### src/hdl/dso_regs.svh
`ifndef DSO_REGS_SVH
`define DSO_REGS_SVH
// =====================================================================
// Register indices and byte addresses
`define DSO_IDX_SUPPLY 10'h0E0
`define DSO_IDX_REGULATOR 10'h0E1
`define DSO_IDX_CHARGER 10'h0E2
`define DSO_IDX_GLOBAL 10'h0F0
`define DSO_ADDR_SUPPLY {`DSO_IDX_SUPPLY, 2'h0}
`define DSO_ADDR_REGULATOR {`DSO_IDX_REGULATOR, 2'h0}
`define DSO_ADDR_CHARGER {`DSO_IDX_CHARGER, 2'h0}
`define DSO_ADDR_GLOBAL {`DSO_IDX_GLOBAL, 2'h0}
// =====================================================================
// Field layout
`define DSO_MASK_SUPPLY 16'h0C8F
`define DSO_MASK_SUPPLY_CTRL 16'h0340
`define DSO_MASK_REGULATOR 16'h8F3F
`define DSO_MASK_CHARGER 16'hC807
`define DSO_BIT_LOOP_LOCK 9
`define DSO_BIT_DEB_TICK 8
`define DSO_BIT_ALARM 6
`define DSO_BIT_GLOBAL 0
`define DSO_RESET_FIELD 16'h0000
// =====================================================================
// Bus answers
`define DSO_RESP_OKAY 2'h0
`define DSO_RESP_SLVERR 2'h2
`endif

### src/hdl/dso_pkg.sv
package dso_pkg;
    typedef enum logic [1:0] {
        DSO_WR_IDLE = 2'b01,
        DSO_WR_RESP = 2'b10
    } dso_wr_state_t;
    typedef logic [15:0] dso_field_t;
endpackage

### src/hdl/dso_bank.sv
// Added by the designer: the AXI4-Lite slave port.
`timescale 1ns/10ps
`include "dso_regs.svh"
// Behaviour
// RQ1: Reading a signal field returns the live raw level of its signal.
// RQ2: With the global force set, written field values feed the debounce.
// RQ3: With the global force clear, raw signals feed the debounce unchanged.
// RQ4: The loop-lock force bit 9 forces the lock indication high when 1.
// RQ5: The debounce tick force bit 8 swaps every tick for the 16 kHz tick.
// RQ6: The alarm force bit 6 drives the alarm signal to 1 when set.
// RQ7: The power state machine clears the regulator fields to 0.
module dso_bank
    import dso_pkg::*;
(
    input wire logic ref_clk, // 20 MHz clock
    input wire logic rst_n, // Synchronous reset
    input wire logic [11:0] s_axi_awaddr, // Write address
    input wire logic s_axi_awvalid, // Write address valid
    output logic s_axi_awready, // Write address ready
    input wire logic [31:0] s_axi_wdata, // Write data
    input wire logic [3:0] s_axi_wstrb, // Write byte strobes
    input wire logic s_axi_wvalid, // Write data valid
    output logic s_axi_wready, // Write data ready
    output logic [1:0] s_axi_bresp, // Write response
    output logic s_axi_bvalid, // Write response valid
    input wire logic s_axi_bready, // Write response ready
    input wire logic [11:0] s_axi_araddr, // Read address
    input wire logic s_axi_arvalid, // Read address valid
    output logic s_axi_arready, // Read address ready
    output logic [31:0] s_axi_rdata, // Read data
    output logic [1:0] s_axi_rresp, // Read response
    output logic s_axi_rvalid, // Read data valid
    input wire logic s_axi_rready, // Read data ready
    input wire logic [15:0] raw_supply, // Raw supply comparators
    input wire logic [15:0] raw_regulator, // Raw regulator status
    input wire logic [15:0] raw_charger, // Raw charger comparators
    input wire logic raw_loop_lock, // Raw freq_lock_loop lock
    input wire logic raw_alarm, // Raw clock alarm
    input wire logic tick_normal, // Normal debounce tick
    input wire logic tick_16k, // 16 kHz debounce tick
    input wire logic sm_clear, // Power state machine clear
    output logic [15:0] deb_supply, // Supply levels to debounce
    output logic [15:0] deb_regulator, // Regulator levels to debounce
    output logic [15:0] deb_charger, // Charger levels to debounce
    output logic lock_ind, // Lock indication
    output logic alarm_out, // Clock alarm signal
    output logic deb_tick // Tick to debounce block
);
    // =================================================================
    // Input synchronisers
    logic [15:0] sup_meta, sup_sync;
    logic [15:0] reg_meta, reg_sync;
    logic [15:0] chg_meta, chg_sync;
    logic [1:0] misc_meta, misc_sync;

    always_ff @(posedge ref_clk)
    begin
        if (!rst_n)
        begin
            sup_meta <= `DSO_RESET_FIELD;
            sup_sync <= `DSO_RESET_FIELD;
            reg_meta <= `DSO_RESET_FIELD;
            reg_sync <= `DSO_RESET_FIELD;
            chg_meta <= `DSO_RESET_FIELD;
            chg_sync <= `DSO_RESET_FIELD;
            misc_meta <= 2'h0;
            misc_sync <= 2'h0;
        end
        else
        begin
            sup_meta <= raw_supply;
            sup_sync <= sup_meta;
            reg_meta <= raw_regulator;
            reg_sync <= reg_meta;
            chg_meta <= raw_charger;
            chg_sync <= chg_meta;
            misc_meta <= {raw_alarm, raw_loop_lock};
            misc_sync <= misc_meta;
        end
    end

    // =================================================================
    // Write channel and register storage
    dso_wr_state_t wr_state, next_wr_state;
    logic aw_held, next_aw_held;
    logic w_held, next_w_held;
    logic [11:0] aw_addr, next_aw_addr;
    logic [31:0] w_data, next_w_data;
    logic [3:0] w_strb, next_w_strb;
    logic [1:0] bresp, next_bresp;
    dso_field_t sup_field, next_sup_field;
    dso_field_t reg_field, next_reg_field;
    dso_field_t chg_field, next_chg_field;
    logic global_analogue_force, next_global_analogue_force;
    dso_field_t wr_val;

    assign s_axi_awready = (wr_state == DSO_WR_IDLE) && !aw_held;
    assign s_axi_wready = (wr_state == DSO_WR_IDLE) && !w_held;
    assign s_axi_bvalid = (wr_state == DSO_WR_RESP);
    assign s_axi_bresp = bresp;

    always_comb
    begin
        next_wr_state = wr_state;
        next_aw_held = aw_held;
        next_w_held = w_held;
        next_aw_addr = aw_addr;
        next_w_data = w_data;
        next_w_strb = w_strb;
        next_bresp = bresp;
        next_sup_field = sup_field;
        next_reg_field = reg_field;
        next_chg_field = chg_field;
        next_global_analogue_force = global_analogue_force;
        wr_val = `DSO_RESET_FIELD;
        case (wr_state)
            DSO_WR_IDLE:
            begin
                if (s_axi_awvalid && s_axi_awready)
                begin
                    next_aw_held = 1'b1;
                    next_aw_addr = s_axi_awaddr;
                end
                if (s_axi_wvalid && s_axi_wready)
                begin
                    next_w_held = 1'b1;
                    next_w_data = s_axi_wdata;
                    next_w_strb = s_axi_wstrb;
                end
                if (aw_held && w_held)
                begin
                    next_aw_held = 1'b0;
                    next_w_held = 1'b0;
                    next_wr_state = DSO_WR_RESP;
                    next_bresp = `DSO_RESP_OKAY;
                    if (aw_addr == `DSO_ADDR_SUPPLY)
                    begin
                        wr_val = sup_field;
                    end
                    else if (aw_addr == `DSO_ADDR_REGULATOR)
                    begin
                        wr_val = reg_field;
                    end
                    else if (aw_addr == `DSO_ADDR_CHARGER)
                    begin
                        wr_val = chg_field;
                    end
                    if (w_strb[0])
                    begin
                        wr_val[7:0] = w_data[7:0];
                    end
                    if (w_strb[1])
                    begin
                        wr_val[15:8] = w_data[15:8];
                    end
                    if (aw_addr == `DSO_ADDR_SUPPLY)
                    begin
                        next_sup_field = wr_val & (`DSO_MASK_SUPPLY
                            | `DSO_MASK_SUPPLY_CTRL);
                    end
                    else if (aw_addr == `DSO_ADDR_REGULATOR)
                    begin
                        next_reg_field = wr_val & `DSO_MASK_REGULATOR;
                    end
                    else if (aw_addr == `DSO_ADDR_CHARGER)
                    begin
                        next_chg_field = wr_val & `DSO_MASK_CHARGER;
                    end
                    else if (aw_addr == `DSO_ADDR_GLOBAL)
                    begin
                        if (w_strb[0])
                        begin
                            next_global_analogue_force =
                                w_data[`DSO_BIT_GLOBAL];
                        end
                    end
                    else
                    begin
                        next_bresp = `DSO_RESP_SLVERR;
                    end
                end
            end
            DSO_WR_RESP:
            begin
                if (s_axi_bready)
                begin
                    next_wr_state = DSO_WR_IDLE;
                end
            end
            default:
            begin
                next_wr_state = DSO_WR_IDLE;
            end
        endcase
        if (sm_clear)
        begin
            next_reg_field = `DSO_RESET_FIELD; // RQ7
        end
    end

    always_ff @(posedge ref_clk)
    begin
        if (!rst_n)
        begin
            wr_state <= DSO_WR_IDLE;
            aw_held <= 1'b0;
            w_held <= 1'b0;
            aw_addr <= 12'h000;
            w_data <= 32'h0000_0000;
            w_strb <= 4'h0;
            bresp <= `DSO_RESP_OKAY;
            sup_field <= `DSO_RESET_FIELD;
            reg_field <= `DSO_RESET_FIELD;
            chg_field <= `DSO_RESET_FIELD;
            global_analogue_force <= 1'b0;
        end
        else
        begin
            wr_state <= next_wr_state;
            aw_held <= next_aw_held;
            w_held <= next_w_held;
            aw_addr <= next_aw_addr;
            w_data <= next_w_data;
            w_strb <= next_w_strb;
            bresp <= next_bresp;
            sup_field <= next_sup_field;
            reg_field <= next_reg_field;
            chg_field <= next_chg_field;
            global_analogue_force <= next_global_analogue_force;
        end
    end

    // =================================================================
    // Read channel
    logic rvalid, next_rvalid;
    logic [31:0] rdata, next_rdata;
    logic [1:0] rresp, next_rresp;

    assign s_axi_arready = !rvalid;
    assign s_axi_rvalid = rvalid;
    assign s_axi_rdata = rdata;
    assign s_axi_rresp = rresp;

    always_comb
    begin
        next_rvalid = rvalid;
        next_rdata = rdata;
        next_rresp = rresp;
        if (rvalid && s_axi_rready)
        begin
            next_rvalid = 1'b0;
        end
        else if (s_axi_arvalid && !rvalid)
        begin
            next_rvalid = 1'b1;
            next_rresp = `DSO_RESP_OKAY;
            next_rdata = 32'h0000_0000;
            if (s_axi_araddr == `DSO_ADDR_SUPPLY)
            begin
                next_rdata[15:0] = (sup_sync & `DSO_MASK_SUPPLY)
                    | (sup_field & `DSO_MASK_SUPPLY_CTRL); // RQ1
            end
            else if (s_axi_araddr == `DSO_ADDR_REGULATOR)
            begin
                next_rdata[15:0] = reg_sync & `DSO_MASK_REGULATOR; // RQ1
            end
            else if (s_axi_araddr == `DSO_ADDR_CHARGER)
            begin
                next_rdata[15:0] = chg_sync & `DSO_MASK_CHARGER; // RQ1
            end
            else if (s_axi_araddr == `DSO_ADDR_GLOBAL)
            begin
                next_rdata[`DSO_BIT_GLOBAL] = global_analogue_force;
            end
            else
            begin
                next_rresp = `DSO_RESP_SLVERR;
            end
        end
    end

    always_ff @(posedge ref_clk)
    begin
        if (!rst_n)
        begin
            rvalid <= 1'b0;
            rdata <= 32'h0000_0000;
            rresp <= `DSO_RESP_OKAY;
        end
        else
        begin
            rvalid <= next_rvalid;
            rdata <= next_rdata;
            rresp <= next_rresp;
        end
    end

    // =================================================================
    // Debounce input selection
    dso_field_t next_deb_supply, next_deb_regulator, next_deb_charger;
    logic next_lock_ind, next_alarm_out, next_deb_tick;
    logic loop_lock_force, debounce_tick_force, alarm_force;

    assign loop_lock_force = sup_field[`DSO_BIT_LOOP_LOCK];
    assign debounce_tick_force = sup_field[`DSO_BIT_DEB_TICK];
    assign alarm_force = sup_field[`DSO_BIT_ALARM];

    always_comb
    begin
        if (global_analogue_force)
        begin
            next_deb_supply = sup_field & `DSO_MASK_SUPPLY; // RQ2
            next_deb_regulator = reg_field & `DSO_MASK_REGULATOR; // RQ2
            next_deb_charger = chg_field & `DSO_MASK_CHARGER; // RQ2
        end
        else
        begin
            next_deb_supply = sup_sync & `DSO_MASK_SUPPLY; // RQ3
            next_deb_regulator = reg_sync & `DSO_MASK_REGULATOR; // RQ3
            next_deb_charger = chg_sync & `DSO_MASK_CHARGER; // RQ3
        end
        next_lock_ind = misc_sync[0] | loop_lock_force; // RQ4
        next_alarm_out = misc_sync[1] | alarm_force; // RQ6
        next_deb_tick = debounce_tick_force ? tick_16k : tick_normal; // RQ5
    end

    always_ff @(posedge ref_clk)
    begin
        if (!rst_n)
        begin
            deb_supply <= `DSO_RESET_FIELD;
            deb_regulator <= `DSO_RESET_FIELD;
            deb_charger <= `DSO_RESET_FIELD;
            lock_ind <= 1'b0;
            alarm_out <= 1'b0;
            deb_tick <= 1'b0;
        end
        else
        begin
            deb_supply <= next_deb_supply;
            deb_regulator <= next_deb_regulator;
            deb_charger <= next_deb_charger;
            lock_ind <= next_lock_ind;
            alarm_out <= next_alarm_out;
            deb_tick <= next_deb_tick;
        end
    end
endmodule

### config.mk
export PLATFORM = sky130hd
export DESIGN_NAME = dso_bank
export DESIGN_NICKNAME = d
export VERILOG_FILES = /design/src/hdl/dso_pkg.sv /design/src/hdl/dso_bank.sv
export VERILOG_INCLUDE_DIRS = /design/src /design/src/hdl
export SDC_FILE = /design/constraint.sdc
export NUM_CORES = 1
export LEC_CHECK = 0
export BUFFER_PORTS_ARGS = -buffer_cell sky130_fd_sc_hd__clkbuf_2
export CAP_MARGIN = 20
export CORE_MARGIN = 1
export CORE_UTILIZATION = 53
export DETAILED_ROUTE_END_ITERATION = 12
export PLACE_DENSITY = 0.95
export SLEW_MARGIN = 0
export SYNTH_ARGS = -nofsm -noshare
export SYNTH_HDL_FRONTEND = slang
export SYNTH_SLANG_ARGS = --single-unit
### constraint.sdc
create_clock -name ref_clk -period 4.9 [get_ports ref_clk]
set_clock_uncertainty 0.15 [all_clocks]
set_input_delay 0.49 -clock ref_clk [delete_from_list [all_inputs] [get_ports ref_clk]]
set_output_delay 0.49 -clock ref_clk [all_outputs]
set_load 0.03 [all_outputs]
== Yosys cells after proc, flatten, opt, wreduce, memory -nomap -nowiden ==
Cells that the tools add are included.
Word-level totals
  register bits: 226
  latch bits: 0
  bits in writable memories: 0
  ROM bits: 0
  input port bits: 120
  output and inout port bits: 92
  word-level logic and storage cells: 110
  memories kept: 0
Cells by class
  add/sub/neg operators: 0
  multiply operators: 0
  div/mod/pow operators: 0
  order comparisons: 0
  eq/ne operators: 14
  shifts and indexed selects: 0
  mux-type cells: 28
  bitwise operators: 8
  reductions and logical operators: 29
Operator list (count)
  equality test 12 x 10 -> 1 bit (second input constant): 8
  2-to-1 mux 16 bit: 6
  2-to-1 mux 2 bit: 10
  2-to-1 mux 8 bit: 2
  2-to-1 mux 15 bit: 1
  AND reduction 2 bit: 7
  2-to-1 mux 12 bit: 1
  bitwise OR 12 x 10 -> 12 bit: 1
  AND reduction 5 bit: 2
  AND reduction 4 bit: 2
  logical AND 1 bit: 7
  2-to-1 mux 1 bit: 7
  AND reduction 7 bit: 1
  AND reduction 6 bit: 1
  NOT 1 bit: 5
  inequality test 2 x 1 -> 1 bit (second input constant): 2
  one-hot mux 2 bit (2 select lines): 1
  nonzero test 2 bit: 2
  OR reduction 2 bit: 2
  logical NOT 1 bit: 3
  inequality test 3 bit (second input constant): 1
  AND reduction 3 bit: 1
  nonzero test 3 bit: 1
  equality test 2 x 1 -> 1 bit (second input constant): 1
  other kinds (3): 4

== Logic depth before layout (Yosys ltp) ==
  depth after elaboration: 5
  depth in mapped cells: 7
  mapped depth without buffers: 5

== Worst setup path after synthesis ==
Ideal clock, no wire load.
  kind: flip-flop to flip-flop
  start point: register aw_addr[0]
  end point: register reg_field[0]
  setup time: 0.132 ns
  data arrival time: 1.891 ns
  required time: 4.618 ns
  setup slack: 2.727 ns
  cell stages (with the launch flop): 7
  path buffers: 1
  clock period less this slack: 2.173 ns
  cells stage by stage: dfxtp_1 or4_4 nor4_1 buf_4 nand4_1 nor2_1 nor3_1
Between the ends
  cells in the longest elaborated chain, start to end: 4
  elaborated cells between the ends (all ways): 7
  classes of those cells: eq/ne (2); mux (3); bitwise (1); reduce/logical (1)
Ends and longest elaborated chain
  start: declaration: line dso_bank.sv:87  | logic [11:0] aw_addr, next_aw_addr;
  start signal: assignment: line dso_bank.sv:222  | aw_addr <= next_aw_addr;
  equality test 12 x 10 -> 1 bit (no source line)
  2-to-1 mux 16 bit: line dso_bank.sv:140  | else if (aw_addr == `DSO_ADDR_REGULATOR)
  2-to-1 mux 16 bit: line dso_bank.sv:136  | if (aw_addr == `DSO_ADDR_SUPPLY)
  2-to-1 mux 8 bit: line dso_bank.sv:148  | if (w_strb[0])
  end signal: assignment: line dso_bank.sv:213  | reg_field <= `DSO_RESET_FIELD;
  end signal: assignment: line dso_bank.sv:227  | reg_field <= next_reg_field;
  end: declaration: line dso_bank.sv:92  | dso_field_t reg_field, next_reg_field;
Parallel ways exist; a longest one is shown, timed or not. The select of a mux whose other input is x is not followed.
A chain may end at the register's enable or synchronous reset.

== Worst setup path in the final report ==
  start point: register aw_addr[0]
  end point: register sup_field[0]
Between the ends
  cells in the longest elaborated chain, start to end: 4
  elaborated cells between the ends (all ways): 6
  classes of those cells: eq/ne (2); mux (3); reduce/logical (1)
Ends and longest elaborated chain
  equality test 12 x 10 -> 1 bit (no source line)
  2-to-1 mux 16 bit: line dso_bank.sv:140
  2-to-1 mux 16 bit: line dso_bank.sv:136
  2-to-1 mux 8 bit: line dso_bank.sv:148
  end signal: assignment: line dso_bank.sv:212  | sup_field <= `DSO_RESET_FIELD;
  end signal: assignment: line dso_bank.sv:226  | sup_field <= next_sup_field;
  end: declaration: line dso_bank.sv:91  | dso_field_t sup_field, next_sup_field;
Parallel ways exist; a longest one is shown, timed or not. The select of a mux whose other input is x is not followed.

==> results.md <==
- Layout overhead on the synthesized area: 18.9%
- Clock root cell: clkbuf_8
- Minimum clock period: 2.71 ns
- Inst Count DP: 881
- Synth top area cells: dfxtp_1 53%, mux2i_1 5.9%, and2_1 5.7%, buf_4 5.7%, nand2_1 5.4%
- Setup crit end kind: flip-flop
- Period utilization: 0.553
- Initial Util: 0.546
- Num ports: 212
- Starting DRT DRC Count: 417
- Largest area contributor in the netlist: dfxtp_1
- Ant. Diodes: 0
- Vias in the first global route: 4328
- Count leader, synth: dfxtp_1
- First-pass GRT wire length: 21.5 mm
- GP Congestion: 0.875
- Detailed-route DRC error count: 0
- GR Overflow Total: 0
- MaxCap Viol Count: 0
- Drt wl/cell: 15.0 um
- EDFF count, synth: 0
- Pre-antenna DRT Iters: 5
- Fmax: 369 MHz
- Vias: 4845
- Final setup viols: 0
- Share of layout cells above drive strength 1: 0.212
- Slowest cell on the critical path: or4_1
- Initial antenna violation count: 0
- #FFs+latches synth: 156
- CTS buffer count: 17
- Status: finished clean
- Final Max Slew Viols: 0
- Max-slew headroom: 0.285
- Worst hold margin: 0.00797 ns
- Die Area: 11600 um2
- Worst slew pin tran: 1.07 ns
- Final Hold Viols: 0
- Final ANT Viol Nets: 0
- Synth top area share: 0.525
- Die Ht: 108 um
- Setup Crit Path Kind: flip-flop to flip-flop
- PD cells: 415 nW/um2
- RSZ-0062 raised after global routing: no
- Worst skew pair latency: 0.53 ns
- Site row count: 38
- Worst-path clk slew: 0.06 ns
- Setup Fix Bufs, Post-CTS: 0
- Routed vias/inst: 5.31
- Pwr Total: 2.93 mW
- Core Box Area: 10900 um2
- Syn Area/Cell: 9.09 um2
- Pin count of the biggest net entering global routing: 71
- Chip width: 108 um
- Pleak: 2.92 nW
- List of most frequent post-synthesis cells: 156 x dfxtp_1, 85 x nand2_1, 60 x nor2_1
- GRT Overall Usage: 0.243
- Most used flip-flop cell after synthesis: dfxtp_1
- CP Data Arrival Time: 3.02 ns
- Post-synthesis cell type count: 43
- Synth warn: 0
- Crit Path Max Fanout: 15
- CTS H-tree lvls: 4
- Setup Slack @ Placement: 2.29 ns
- Post-cts sizing count: 0
- Slowest Stage Delay on Critical Path: 0.63 ns
- Nature of the critical path startpoint: flip-flop
- Sequential fraction of the synthesis area: 0.525
- Synth Cell Area: 5950 um2
- Final setup margin: 2.19 ns
- Final std cells w/o fill: 912
- Clock Path Buffers: 2
- Final Instance Area: 7070 um2
- Worst hold path class: input port to flip-flop
- VDD IR-drop max: 0.274 mV
- Area after DPL: 6440 um2
- Final TNS setup: 0 ns
- CP required: 5.21 ns
- Port buffer count: 123
- Nets: 882
- Post-DP HPWL: 8.99 mm
- R2R Setup Slk: 2.19 ns
- CTS Sinks: 156
- Async S/R FF share, synth: 0
- Cells along the critical path: or4_4 -> or4_1 -> nor3_4 -> o21ai_0 -> a31oi_1
- Utilization after layout: 0.649
- Synth Instances: 654
- Routed WL: 13.6 mm
- CTS tree: done
[worst max-delay path: cells and delay by family (launching register included)]
kind             cells  cell delay, ns
AO/OA/AOI/OAI        2            0.40
AND/OR/NAND/NOR      3            1.74
flip-flops           1            0.34
[cell usage in the layout (no fill, tap or decap), types with 2 or more instances in the layout]
cell type / instances
a211o_1: 4
a211oi_1: 8
a21boi_0: 2
a21oi_1: 53
a221oi_1: 6
a31oi_1: 11
and2_1: 54
and3_1: 3
buf_4: 5
bufinv_16: 4
clkbuf_16: 16
clkbuf_2: 123
clkbuf_8: 3
clkinv_4: 2
clkinvlp_4: 2
conb_1: 44
dfxtp_1: 156
dlygate4sd3_1: 2
inv_1: 8
mux2i_1: 35
nand2_1: 85
nand2b_1: 6
nand3_1: 18
nand4_1: 5
nor2_1: 60
nor2b_1: 6
nor3_1: 9
nor3_4: 2
nor4_1: 5
nor4b_1: 3
o21ai_0: 12
o22ai_1: 2
[sequential cells by signal (all words and copies together) (netlist names), 6 cells and up]
signal and count:
chg_sync 6, s_axi_rdata 14, chg_field 6, chg_meta 6, deb_supply 7, aw_addr 12
w_data 14, deb_regulator 11, deb_charger 6, reg_meta 11, sup_meta 7, sup_field 10
reg_field 11, reg_sync 11, sup_sync 7
[layout make-up]
type | count | area [um2]
clock inverter | 10 | 166
tap | 140 | 175
sequential | 156 | 3120
inverter | 9 | 33.8
clock buffer | 19 | 442
multi-input combinational | 448 | 2460
timing repair buffer | 130 | 673
fill | 806 | 3820
[routing by layer]
| metal | routed length [um] | vias up | GRT usage | part of all wire |
|---|---|---|---|---|
| met5 | 0 | - | 0 | 0 |
| met4 | 383 | 0 | 0.114 | 0.028 |
| met3 | 1260 | 36 | 0.0654 | 0.093 |
| met2 | 6570 | 282 | 0.390 | 0.48 |
| met1 | 5430 | 2200 | 0.304 | 0.40 |
| li1 | - | 2327 | - | - |
[worst paths after layout]
kind / startpoint / end / cells past startpoint
max: aw_addr[0] / sup_field[0] / 5
min: raw_regulator[5] / reg_meta[5] / 2
max reg2reg: aw_addr[0] / sup_field[0] / 5
min reg2reg: sup_meta[2] / sup_sync[2] / 1
[cells by family after synthesis]
logic type | after synthesis | share of synthesized area
buffers and inverters | 93 | 0.0900
AO/OA/AOI/OAI | 104 | 0.104
AND/OR/NAND/NOR | 265 | 0.221
multiplexers | 35 | 0.0589
other | 1 | 0.000631
flip-flops | 156 | 0.525
[power breakdown]
part	internal, mW	switching (mW)	total, mW	leakage (nW)
clock network	0.848	0.497	1.34	0.292
logic	0.0720	0.160	0.232	1.35
registers	1.32	0.0378	1.35	1.28
[what timing repair did]
action	in CTS	in global routing
endpoints found under the setup margin	0	0
hold endpoints to repair	1	1
hold buffers	1	1
(Power assumes the default switching activity.)
